<file path="config.mk">
export PLATFORM = sky130hd
export DESIGN_NAME = gpt_timer
export DESIGN_NICKNAME = d
export VERILOG_FILES = /design/src/rtl/_unused_placeholder_removed.sv /design/src/rtl/gpt_pkg.sv /design/src/rtl/gpt_timer.sv
export SDC_FILE = /design/constraint.sdc
export NUM_CORES = 1
export LEC_CHECK = 0
export ABC_AREA = 1
export BUFFER_PORTS_ARGS = -buffer_cell sky130_fd_sc_hd__buf_2
export CAP_MARGIN = 20
export CORE_UTILIZATION = 30
export CTS_CLUSTER_DIAMETER = 120
export DETAILED_ROUTE_END_ITERATION = 6
export SYNTH_ARGS = -nofsm -noshare
export SYNTH_HDL_FRONTEND = slang
export SYNTH_SLANG_ARGS = --single-unit
</file>
<file path="constraint.sdc">
create_clock -name clk -period 1.9 [get_ports clk]
set_clock_uncertainty 0.1 [all_clocks]
set_input_delay 0.38 -clock clk [delete_from_list [all_inputs] [get_ports clk]]
set_output_delay 0.38 -clock clk [all_outputs]
set_load 0.05 [all_outputs]
</file>
<file path="src/rtl/_unused_placeholder_removed.sv">
// Intentionally empty design unit list
`timescale 1ns/1ps
`default_nettype none
`default_nettype wire

</file>
<file path="src/rtl/gpt_pkg.sv">
// Constants and types shared by the gated period timer
package gpt_pkg;
    localparam int COUNT_WIDTH   = 16;
    localparam int PRESC_WIDTH   = 8;
    localparam int SEL_WIDTH     = 2;
    localparam int PRIO_WIDTH    = 3;
    localparam int EXT_SOURCES   = 4;

    // Terminal values of the prescaler for ratios 1:1, 1:8, 1:64, 1:256
    localparam logic [PRESC_WIDTH-1:0] PRESC_LAST_DIV1   = 8'h00;
    localparam logic [PRESC_WIDTH-1:0] PRESC_LAST_DIV8   = 8'h07;
    localparam logic [PRESC_WIDTH-1:0] PRESC_LAST_DIV64  = 8'h3F;
    localparam logic [PRESC_WIDTH-1:0] PRESC_LAST_DIV256 = 8'hFF;

    localparam logic [SEL_WIDTH-1:0] PRESC_SEL_DIV1   = 2'h0;
    localparam logic [SEL_WIDTH-1:0] PRESC_SEL_DIV8   = 2'h1;
    localparam logic [SEL_WIDTH-1:0] PRESC_SEL_DIV64  = 2'h2;
    localparam logic [SEL_WIDTH-1:0] PRESC_SEL_DIV256 = 2'h3;

    localparam logic [COUNT_WIDTH-1:0] COUNT_RESET    = 16'h0000;
    localparam logic [PRESC_WIDTH-1:0] PRESC_RESET    = 8'h00;
    localparam logic [COUNT_WIDTH-1:0] COUNT_ONE      = 16'h0001;
    localparam logic [PRESC_WIDTH-1:0] PRESC_ONE      = 8'h01;

    // Count clock source
    typedef enum logic [1:0] {
        GPT_SRC_INTERNAL = 2'b01,
        GPT_SRC_EXTERNAL = 2'b10
    } gpt_src_t;
endpackage : gpt_pkg

</file>
<file path="src/rtl/gpt_timer.sv">
// Gated period timer: 16-bit timer/counter with prescaler, gate and period match
//
// Behaviour
// - 16-bit counter compared with period register; match raises the interrupt flag.
// - Gated operation: flag raised on gate falling edge instead of match.
// - Modes: internal timer, synchronous external counter, asynchronous external counter.
// - Counter serves as real-time clock time base or free-running interval timer.
// - Counting continues while the processor idles or sleeps.
// - Count clock divided by ratio chosen with two-bit prescale select.
// - Source select bit, two-bit external select, gate enable choose counting.
// - Sync select decides synchronized or asynchronous counting of external clock.
// - Request forwarded only when enabled, with programmed three-bit priority.
`timescale 1ns/1ps
`default_nettype none
module gpt_timer
    import gpt_pkg::*;
(
    input  wire logic                          clk,
    input  wire logic                          reset,
    input  wire logic                          run_enable,
    input  wire logic [gpt_pkg::SEL_WIDTH-1:0] prescale_select,
    input  wire logic                          clock_source_select,
    input  wire logic [gpt_pkg::SEL_WIDTH-1:0] external_clock_select,
    input  wire logic                          gate_accumulate_enable,
    input  wire logic                          external_sync_select,
    input  wire logic [gpt_pkg::COUNT_WIDTH-1:0] period_register,
    input  wire logic                          period_irq_enable,
    input  wire logic [gpt_pkg::PRIO_WIDTH-1:0] period_irq_priority,
    input  wire logic                          irq_flag_clear,
    input  wire logic [gpt_pkg::EXT_SOURCES-1:0] ext_clock_pins,
    input  wire logic                          gate_pin,
    output logic [gpt_pkg::COUNT_WIDTH-1:0]    count_value,
    output logic                               irq_flag,
    output logic                               irq_request,
    output logic [gpt_pkg::PRIO_WIDTH-1:0]     irq_priority,
    output logic                               rtc_tick
);
    import gpt_pkg::*;

    ////////////////////////////////////////////////////////////////////////////
    // Pin synchronisers
    logic [EXT_SOURCES-1:0] ext_meta_reg;
    logic [EXT_SOURCES-1:0] ext_sync_reg;
    logic                   ext_align_reg;
    logic                   ext_prev_reg;
    logic                   gate_meta_reg;
    logic                   gate_sync_reg;
    logic                   gate_prev_reg;

    always_ff @(posedge clk) begin
        if (reset) begin
            ext_meta_reg  <= '0;
            ext_sync_reg  <= '0;
            gate_meta_reg <= 1'b0;
            gate_sync_reg <= 1'b0;
        end else begin
            ext_meta_reg  <= ext_clock_pins;
            ext_sync_reg  <= ext_meta_reg;
            gate_meta_reg <= gate_pin;
            gate_sync_reg <= gate_meta_reg;
        end
    end

    ////////////////////////////////////////////////////////////////////////////
    // Source selection and edge detection
    gpt_src_t source;
    wire      ext_level;
    wire      ext_sampled;
    wire      ext_rise;
    wire      gate_fall;
    wire      gated_mode;
    wire      count_enable;
    wire      src_tick;
    logic     src_tick_c;

    assign source      = clock_source_select ? GPT_SRC_EXTERNAL
                                             : GPT_SRC_INTERNAL;
    assign ext_level   = ext_sync_reg[external_clock_select];
    // Synchronous mode adds one alignment stage; asynchronous mode
    // counts the edge as soon as it leaves the synchroniser
    assign ext_sampled = external_sync_select ? ext_align_reg : ext_level;
    assign ext_rise    = ext_sampled & ~ext_prev_reg;
    assign gated_mode  = gate_accumulate_enable & (source == GPT_SRC_INTERNAL);
    assign gate_fall   = gated_mode & run_enable & gate_prev_reg & ~gate_sync_reg;
    // Power state is not an input: counting never stops for idle or sleep
    assign count_enable = run_enable & (~gated_mode | gate_sync_reg);

    always_comb begin
        case (source)
            GPT_SRC_INTERNAL: src_tick_c = 1'b1;
            GPT_SRC_EXTERNAL: src_tick_c = ext_rise;
            default:          src_tick_c = 1'b0;
        endcase
    end
    assign src_tick = src_tick_c & count_enable;

    always_ff @(posedge clk) begin
        if (reset) begin
            ext_align_reg <= 1'b0;
            ext_prev_reg  <= 1'b0;
            gate_prev_reg <= 1'b0;
        end else begin
            ext_align_reg <= ext_level;
            ext_prev_reg  <= ext_sampled;
            gate_prev_reg <= gate_sync_reg;
        end
    end

    ////////////////////////////////////////////////////////////////////////////
    // Prescaler
    logic [PRESC_WIDTH-1:0] presc_reg;
    logic [PRESC_WIDTH-1:0] presc_next;
    logic [PRESC_WIDTH-1:0] presc_last;
    wire                    presc_wrap;
    wire                    count_tick;

    always_comb begin
        case (prescale_select)
            PRESC_SEL_DIV1:   presc_last = PRESC_LAST_DIV1;
            PRESC_SEL_DIV8:   presc_last = PRESC_LAST_DIV8;
            PRESC_SEL_DIV64:  presc_last = PRESC_LAST_DIV64;
            PRESC_SEL_DIV256: presc_last = PRESC_LAST_DIV256;
            default:          presc_last = PRESC_LAST_DIV1;
        endcase
    end

    // Prescaler only moves on source ticks, so a low gate holds it too
    assign presc_wrap = (presc_reg >= presc_last);
    assign count_tick = src_tick & presc_wrap;

    always_comb begin
        if (!run_enable) begin
            presc_next = PRESC_RESET;
        end else if (src_tick) begin
            presc_next = presc_wrap ? PRESC_RESET : presc_reg + PRESC_ONE;
        end else begin
            presc_next = presc_reg;
        end
    end

    ////////////////////////////////////////////////////////////////////////////
    // Counter and period match
    logic [COUNT_WIDTH-1:0] count_reg;
    logic [COUNT_WIDTH-1:0] count_next;
    logic [COUNT_WIDTH-1:0] count_inc;
    logic                   flag_reg;
    logic                   flag_next;
    logic                   tick_reg;
    logic                   tick_next;
    wire                    period_match;
    wire                    flag_set;
    wire                    flag_keep;

    assign period_match = count_tick & (count_reg == period_register);
    assign count_inc    = count_reg + COUNT_ONE;

    // Match wins over increment, so the interval is period plus one
    always_comb begin
        if (period_match) begin
            count_next = COUNT_RESET;
        end else if (count_tick) begin
            count_next = count_inc;
        end else begin
            count_next = count_reg;
        end
    end

    // Gate edge replaces the match as interrupt source
    assign flag_set  = gated_mode ? gate_fall : period_match;
    assign flag_keep = flag_reg & ~irq_flag_clear;
    // Set wins over a clear in the same cycle, so no event is lost
    assign flag_next = flag_set | flag_keep;
    assign tick_next = period_match;

    always_ff @(posedge clk) begin
        if (reset) begin
            presc_reg <= PRESC_RESET;
        end else begin
            presc_reg <= presc_next;
        end
    end

    always_ff @(posedge clk) begin
        if (reset) begin
            count_reg <= COUNT_RESET;
        end else begin
            count_reg <= count_next;
        end
    end

    always_ff @(posedge clk) begin
        if (reset) begin
            flag_reg <= 1'b0;
        end else begin
            flag_reg <= flag_next;
        end
    end

    always_ff @(posedge clk) begin
        if (reset) begin
            tick_reg <= 1'b0;
        end else begin
            tick_reg <= tick_next;
        end
    end

    ////////////////////////////////////////////////////////////////////////////
    // Outputs
    // Priority is passed through untouched; ranking is left to the
    // interrupt controller outside this block
    assign count_value  = count_reg;
    assign irq_flag     = flag_reg;
    assign irq_request  = flag_reg & period_irq_enable;
    assign irq_priority = period_irq_priority;
    assign rtc_tick     = tick_reg;
endmodule : gpt_timer
`default_nettype wire

</file>
==> key figures, run 1 <==
Synthesis
  – Synth area leader: dfxtp_1
  – Synth top area share: 0.3122
  – Syn avg cell area: 6.760 um^2
  – Synthesized cell area: between 0.002 and 0.003 mm^2
  – Number of synthesis warnings: 0
  – Synthesis-stage register bit count: 39
  – Post-Synthesis Net Count: 414
  – Seq/Total Area, Yosys: 0.3122
  – Unique masters post-synth: 30
  – Mapped Cells: 370
  – Synth area leaders: dfxtp_1 (31%), nand2_1 (15%), inv_1 (8.1%)

Drt
  – Antenna viol nets, final: 0
  – Initial DRC count: 88
  – Avg WL per Cell: 10.93 um
  – Via density: ~4.4
  – Via count: 2,400
  – Detailed-route DRC error count: 0
  – First-pass DRT Iterations: 4
  – Final WL: between 5000 and 6000 um

Worst setup path
  – Worst path max stage delay: roughly 0.36 ns
  – Worst path cell trace: ha_4 -> inv_1 -> nand2_1 -> nand2_1 -> nand2_1 -> nand3_1 -> nand2_1 -> nand2_1 -> nand2_4 -> nand3_2 -> nand2_1 -> nand2_1 -> inv_1 -> nor2_2
  – Crit path buf inv count: 2
  – Worst Setup SP: presc_reg[1]
  – Nature of the critical path endpoint: flop
  – Arrival @ worst endpoint: between 1.5 and 2 ns
  – R2r startpoint: presc_reg[1]
  – Most frequent CP cell: nand2_1
  – CP required: a little under 2 ns
  – Critical path type: reg -> reg
  – Crit path capture: count_value[3]
  – Critical path depth in cells: 14
  – Slowest CP cell: dfxtp_2
  – Reg2reg end: count_value[3]
  – Worst R2R Setup Slack: 0.09 ns
  – R2R cell count: 14
  – Startpoint types: flop
  – Crit path max fanout: 8
  – Critical path's top delay family: simple AND/OR/NAND/NOR gates

Finish
  – N_diodes: 0
  – Commonest non-fill, non-tap cell in the layout: nand2_1
  – Final net count: 484
  – Most frequent cells in the layout: nand2_1 (97), inv_1 (54), buf_2 (51)
  – Area Growth Syn to Fin: 25.96%
  – Share of post-route cells with drive strength above 1: 0.2766
  – Max FFs per register: 16

Clock network
  – Root buf cell: clkbuf_8
  – Later-pin clock latency in the skew report: 0.30 ns
  – CTS tree: built
  – CTS Buffer Depth: 2
  – Cts bufs inserted: 5
  – CTS Sinks: 39
  – Hold_buf cts: 0
  – Htree depth: 2
  – CTS clock-pin slew for the worst setup and hold paths: 0.09 ns

Timing
  – Fmax: 551.7 MHz
  – Slew @ Worst Pin: 0.4780 ns
  – Final worst slack: just under 0.09 ns
  – Min Clock Period, post-route: 1.813 ns
  – Final Cycle Share: 0.9541
  – Final Slew Violations: 0
  – # setup viols final: 0
  – Final Hold Viols: 0
  – Slew headroom: 0.6810
  – RSZ-0062 raised after global routing: yes

Global route
  – Met1 Use GR: 0.1809
  – Global-route wire length before repair: about 9400 um
  – GR met2 Demand/Resource: 0.2175
  – Vias in the first global route: ~2,200
  – Gr usage total: 0.1360
  – Grt peak-use layer: met2
  – Antenna violations before repair: 0
  – Largest net degree at the start of global routing: 18
  – Grt total ovfl: 0
  – Met3 usage: 0.03008

Power
  – Peak supply drop: 358.4 uV
  – PD cells: roughly 550 mW/mm^2
  – Leak: 1.506 nW
  – Overall Power: 0.001737 W

Status
  – Outcome: complete, no violations

Floorplan
  – DIE AREA: 0.008707 mm^2
  – Cell row count: 32
  – Chip Width: just over 90 um
  – Ports: 58
  – Chip Height: 93.31 um
  – Core Box Area: 0.007888 mm^2
  – Initial Util: 0.3171

Placed design
  – Final GP Congestion: between 0.8 and 0.9
  – Number of port buffers: 51
  – Pre-CTS setup slack: -0.1993 ns
  – Post-DP HPWL: 4313 um

Job
  – Max Cap Violations: 0

Hold path
  – HP Start: gate_pin
  – Hold crit path type: in -> reg
[through the flow]
stage / cells / area [um^2] / setup TNS [ns] / hold slack, ns / util
floorplan: 370 / 2504 / -0.008026 / 0.2883 / -
global placement: 533 / 2967 / -2.735 / 0.2920 / 0.3761
detailed placement: 533 / 2967 / -3.773 / 0.2934 / 0.3761
CTS: 541 / 3092 / 0 / 0.1720 / 0.3920
global route: 543 / 3151 / -0.008714 / 0.1770 / 0.3994
finish: 543 / 3151 / 0 / 0.1780 / 0.3994
[final cells by class]
class / instances / area [um^2]
clock buffer: 5 / 68.82
clock inverter: 3 / 47.55
fill: 846 / 4737
inverter: 57 / 214.0
multi-input combinational: 265 / 1493
sequential: 39 / 787.0
tap: 102 / 127.6
timing repair buffer: 72 / 412.9
[worst min-delay path, cell delays in order]
cell    delay [ns]
buf_2         0.07
inv_1         0.03
nor2_1        0.06
[logic make-up (layout without fill, tap and decap cells)]
kind of cell	count (synthesis)	after routing	synth area share
AOI/OAI and AO/OA	13	13	0.02701
xor gates and xnor gates	28	28	0.09805
adders and majority gates	8	8	0.04002
buffers and inverters	68	137	0.1166
DFF	39	39	0.3122
and+or+nand+nor	214	216	0.4062
[worst min path at each step]
stage | end | slack, ns | cells after the start
2_1_floorplan | ext_sync_reg[0] | 0.29 | 2
3_5_place_dp | ext_sync_reg[0] | 0.29 | 2
6_report | gate_meta_reg | 0.18 | 3
5_1_grt | ext_meta_reg[1] | 0.18 | 3
4_1_cts | gate_meta_reg | 0.17 | 3
3_3_place_gp | ext_sync_reg[1] | 0.29 | 2
[synth_stat cells]
master    instances
xnor2_1          17
o21ai_1           1
ha_1              8
nand3_4           1
nor2_2           12
nand3b_1          2
nand4_1          21
nand2_8           1
inv_2             3
nand3_2           2
nand3_1          17
a21oi_1           8
nor2_1           45
nand2_4           3
or2_2             4
clkbuf_1          1
nand2_1          97
buf_6             1
nor3_2            1
buf_2             5
dfxtp_1          39
nor3_1            4
inv_1            54
buf_8             1
nand2_2           3
buf_4             3
a21o_1            1
o21ai_0           3
nor2_4            1
xor2_1           11
[metal layers]
layer	up-vias	wire length [um]
met2	55	2740
li1	1280	-
met1	1059	2784
met4	0	63
met5	-	0
met3	6	348
[power breakdown]
| group | leakage (nW) | total (W) | switching [W] | internal [W] |
|---|---|---|---|---|
| Clock | 0.0587 | 0.000721 | 0.000323 | 0.000398 |
| Combinational | 1.13 | 0.000182 | 0.000110 | 0.0000715 |
| Sequential | 0.319 | 0.000835 | 0.00000405 | 0.000831 |
[what timing repair did]
item | in CTS | in global routing
buffers inserted | 0 | 0
pin swaps | 0 | 2
endpoints found under the setup margin | 6 | 19
gates resized for setup | 1 | 9
gates cloned | 0 | 2
(Power assumes the default switching activity.)
==> inputs of run 2 (changes only) <==
- CELL_PAD_IN_SITES_DETAIL_PLACEMENT: unset -> 0
- CELL_PAD_IN_SITES_GLOBAL_PLACEMENT: unset -> 2
- CORE_UTILIZATION: 30 -> 26
- HOLD_SLACK_MARGIN: unset -> 0.03
- PLACE_DENSITY_LB_ADDON: unset -> 0.1
==> key figures, run 2 (synthesis gave the netlist of run 1 again) <==
Worst setup path
  – Startpoint types: flop
  – CP required: between 2 and 2.5 ns
  – Critical path type: reg -> reg
  – Reg2reg end: count_value[6]
  – R2r startpoint: presc_reg[1]
  – Crit path max fanout: 8
  – Worst path max stage delay: between 0.3 and 0.4 ns
  – Arrival @ worst endpoint: ~1.9 ns
  – R2R cell count: 15
  – Nature of the critical path endpoint: flop
  – Worst path cell trace: ha_4 -> inv_2 -> nand2_1 -> nand2_1 -> nand2_1 -> nand3_1 -> nand2_1 -> nand2_2 -> nand2_4 -> inv_4 -> nor2_4 -> nand2_4 -> nand2_4 -> buf_12 -> nor2_2
  – Slowest CP cell: dfxtp_2
  – Most frequent CP cell: nand2_1
  – Worst R2R Setup Slack: 0.11 ns

Clock network
  – Root buf cell: clkbuf_8
  – Cts bufs inserted: 5
  – CTS tree: built
  – CTS clock-pin slew for the worst setup and hold paths: ~0.090 ns
  – Later-pin clock latency in the skew report: 0.30 ns
  – CTS Sinks: 39
  – Htree depth: 2
  – CTS Buffer Depth: 2

Global route
  – Global-route wire length before repair: 10,760 um
  – Gr usage total: 0.1389
  – Vias in the first global route: 2,219
  – Grt total ovfl: 0
  – Antenna violations before repair: 0
  – Largest net degree at the start of global routing: 20

Floorplan
  – DIE AREA: about 0.010 mm^2
  – Chip Height: 100.1 um
  – Initial Util: 0.2694
  – Chip Width: roughly 100 um
  – Cell row count: 35
  – Ports: 58
  – Core Box Area: around 0.0093 mm^2

Drt
  – Avg WL per Cell: 11.58 um
  – Antenna viol nets, final: 0
  – Via count: 2,393
  – Via density: around 4.2
  – Detailed-route DRC error count: 0
  – Final WL: 6648 um
  – Initial DRC count: 52
  – First-pass DRT Iterations: 5

Timing
  – Final Cycle Share: 0.9413
  – # setup viols final: 0
  – Slew headroom: 0.7917
  – Min Clock Period, post-route: around 1.8 ns
  – RSZ-0062 raised after global routing: yes
  – Final Hold Viols: 0
  – Slew @ Worst Pin: a little over 0.3 ns
  – Final Slew Violations: 0
  – Fin Hold WS: approximately 0.17 ns
  – Fmax: 559.1 MHz

Finish
  – Area Growth Syn to Fin: 28.76%
  – Max FFs per register: 16
  – Commonest non-fill, non-tap cell in the layout: nand2_1
  – N_diodes: 0
  – Final net count: 488
  – Share of post-route cells with drive strength above 1: 0.2876
  – Most frequent cells in the layout: nand2_1 (96), inv_1 (53), buf_2 (51)

Placed design
  – Final GP Congestion: 0.7645
  – Post-DP HPWL: 4926 um
  – Number of port buffers: 51

Job
  – Max Cap Violations: 0

Power
  – Leak: 1.515 nW
  – Overall Power: 0.001630 W
  – PD cells: 506.1 mW/mm^2
  – Peak supply drop: 285.7 uV

Hold path
  – Hold crit path type: in -> reg
  – WHS Path Cells: 3
  – Hold endpoint: ext_meta_reg[1]
  – HP Start: ext_clock_pins[1]

Status
  – Outcome: complete, no violations
-- run 2: changes by cell type in the layout (fill, tap and decap cells not counted), sizes merged --
cell | previous run | this run
buf | 72 | 77
clkinvlp | 0 | 2
bufinv | 1 | 0
clkinv | 1 | 0
nand2 | 105 | 104
-- run 2: cell type report --
| type | count | area [um^2] |
|---|---|---|
| clock buffers | 5 | 68.82 |
| fillers | 1050 | 6063 |
| multi-input cells | 264 | 1486 |
| well taps | 129 | 161.4 |
| clock inverters | 3 | 23.77 |
| repair buffers | 77 | 479.2 |
| inverters | 57 | 216.5 |
| flip-flops and latches | 39 | 784.5 |
-- run 2: worst max path at each step --
stage,startpoint,endpoint,slack [ns]
floorplan,count_value[1],count_value[14],-0.008
global placement,prescale_select[1],count_value[8],-0.12
detailed placement,prescale_select[1],count_value[8],-0.15
CTS,presc_reg[1],count_value[8],0.06
global route,presc_reg[1],count_value[7],-0.02
finish,presc_reg[1],count_value[6],0.11
-- run 2: where the power goes --
part / internal (W) / switching (W)
Clock: 0.000263 / 0.000340
Combinational: 0.0000793 / 0.000113
Sequential: 0.000831 / 0.00000441
Total: 0.00117 / 0.000457
-- run 2: timing repair --
item | in CTS | in global routing
gates resized for setup | 0 | 14
buffers inserted | 0 | 1
hold buffers | 0 | 0
setup endpoints to repair | 0 | 19
-- run 2: critical path: cells and delay by family (launching register included) --
family,cells,cell delay (ns)
buffers and inverters,3,0.21
adders and majority gates,1,0.27
DFF,1,0.34
and+or+nand+nor,11,0.77
-- run 2: per-stage QoR --
stage	worst slack [ns]	setup TNS (ns)	area (um^2)	std cells	utilization
2_1_floorplan	-0.008026	-0.008026	2504	370	-
3_3_place_gp	-0.1196	-2.380	3055	564	0.3291
3_5_place_dp	-0.1489	-2.929	3055	564	0.3291
4_1_cts	0.05835	0	3148	572	0.3391
5_1_grt	-0.02107	-0.1450	3221	574	0.3469
6_report	0.1115	0	3221	574	0.3469
-- run 2: layer usage --
metal / global-route usage / wire length (um) / vias to the layer above
met5: 0 / 0 / -
met4: 0.04682 / 91 / 0
met3: 0.02437 / 216 / 8
met2: 0.2249 / 2961 / 43
met1: 0.1866 / 3380 / 1053
li1: - / - / 1289
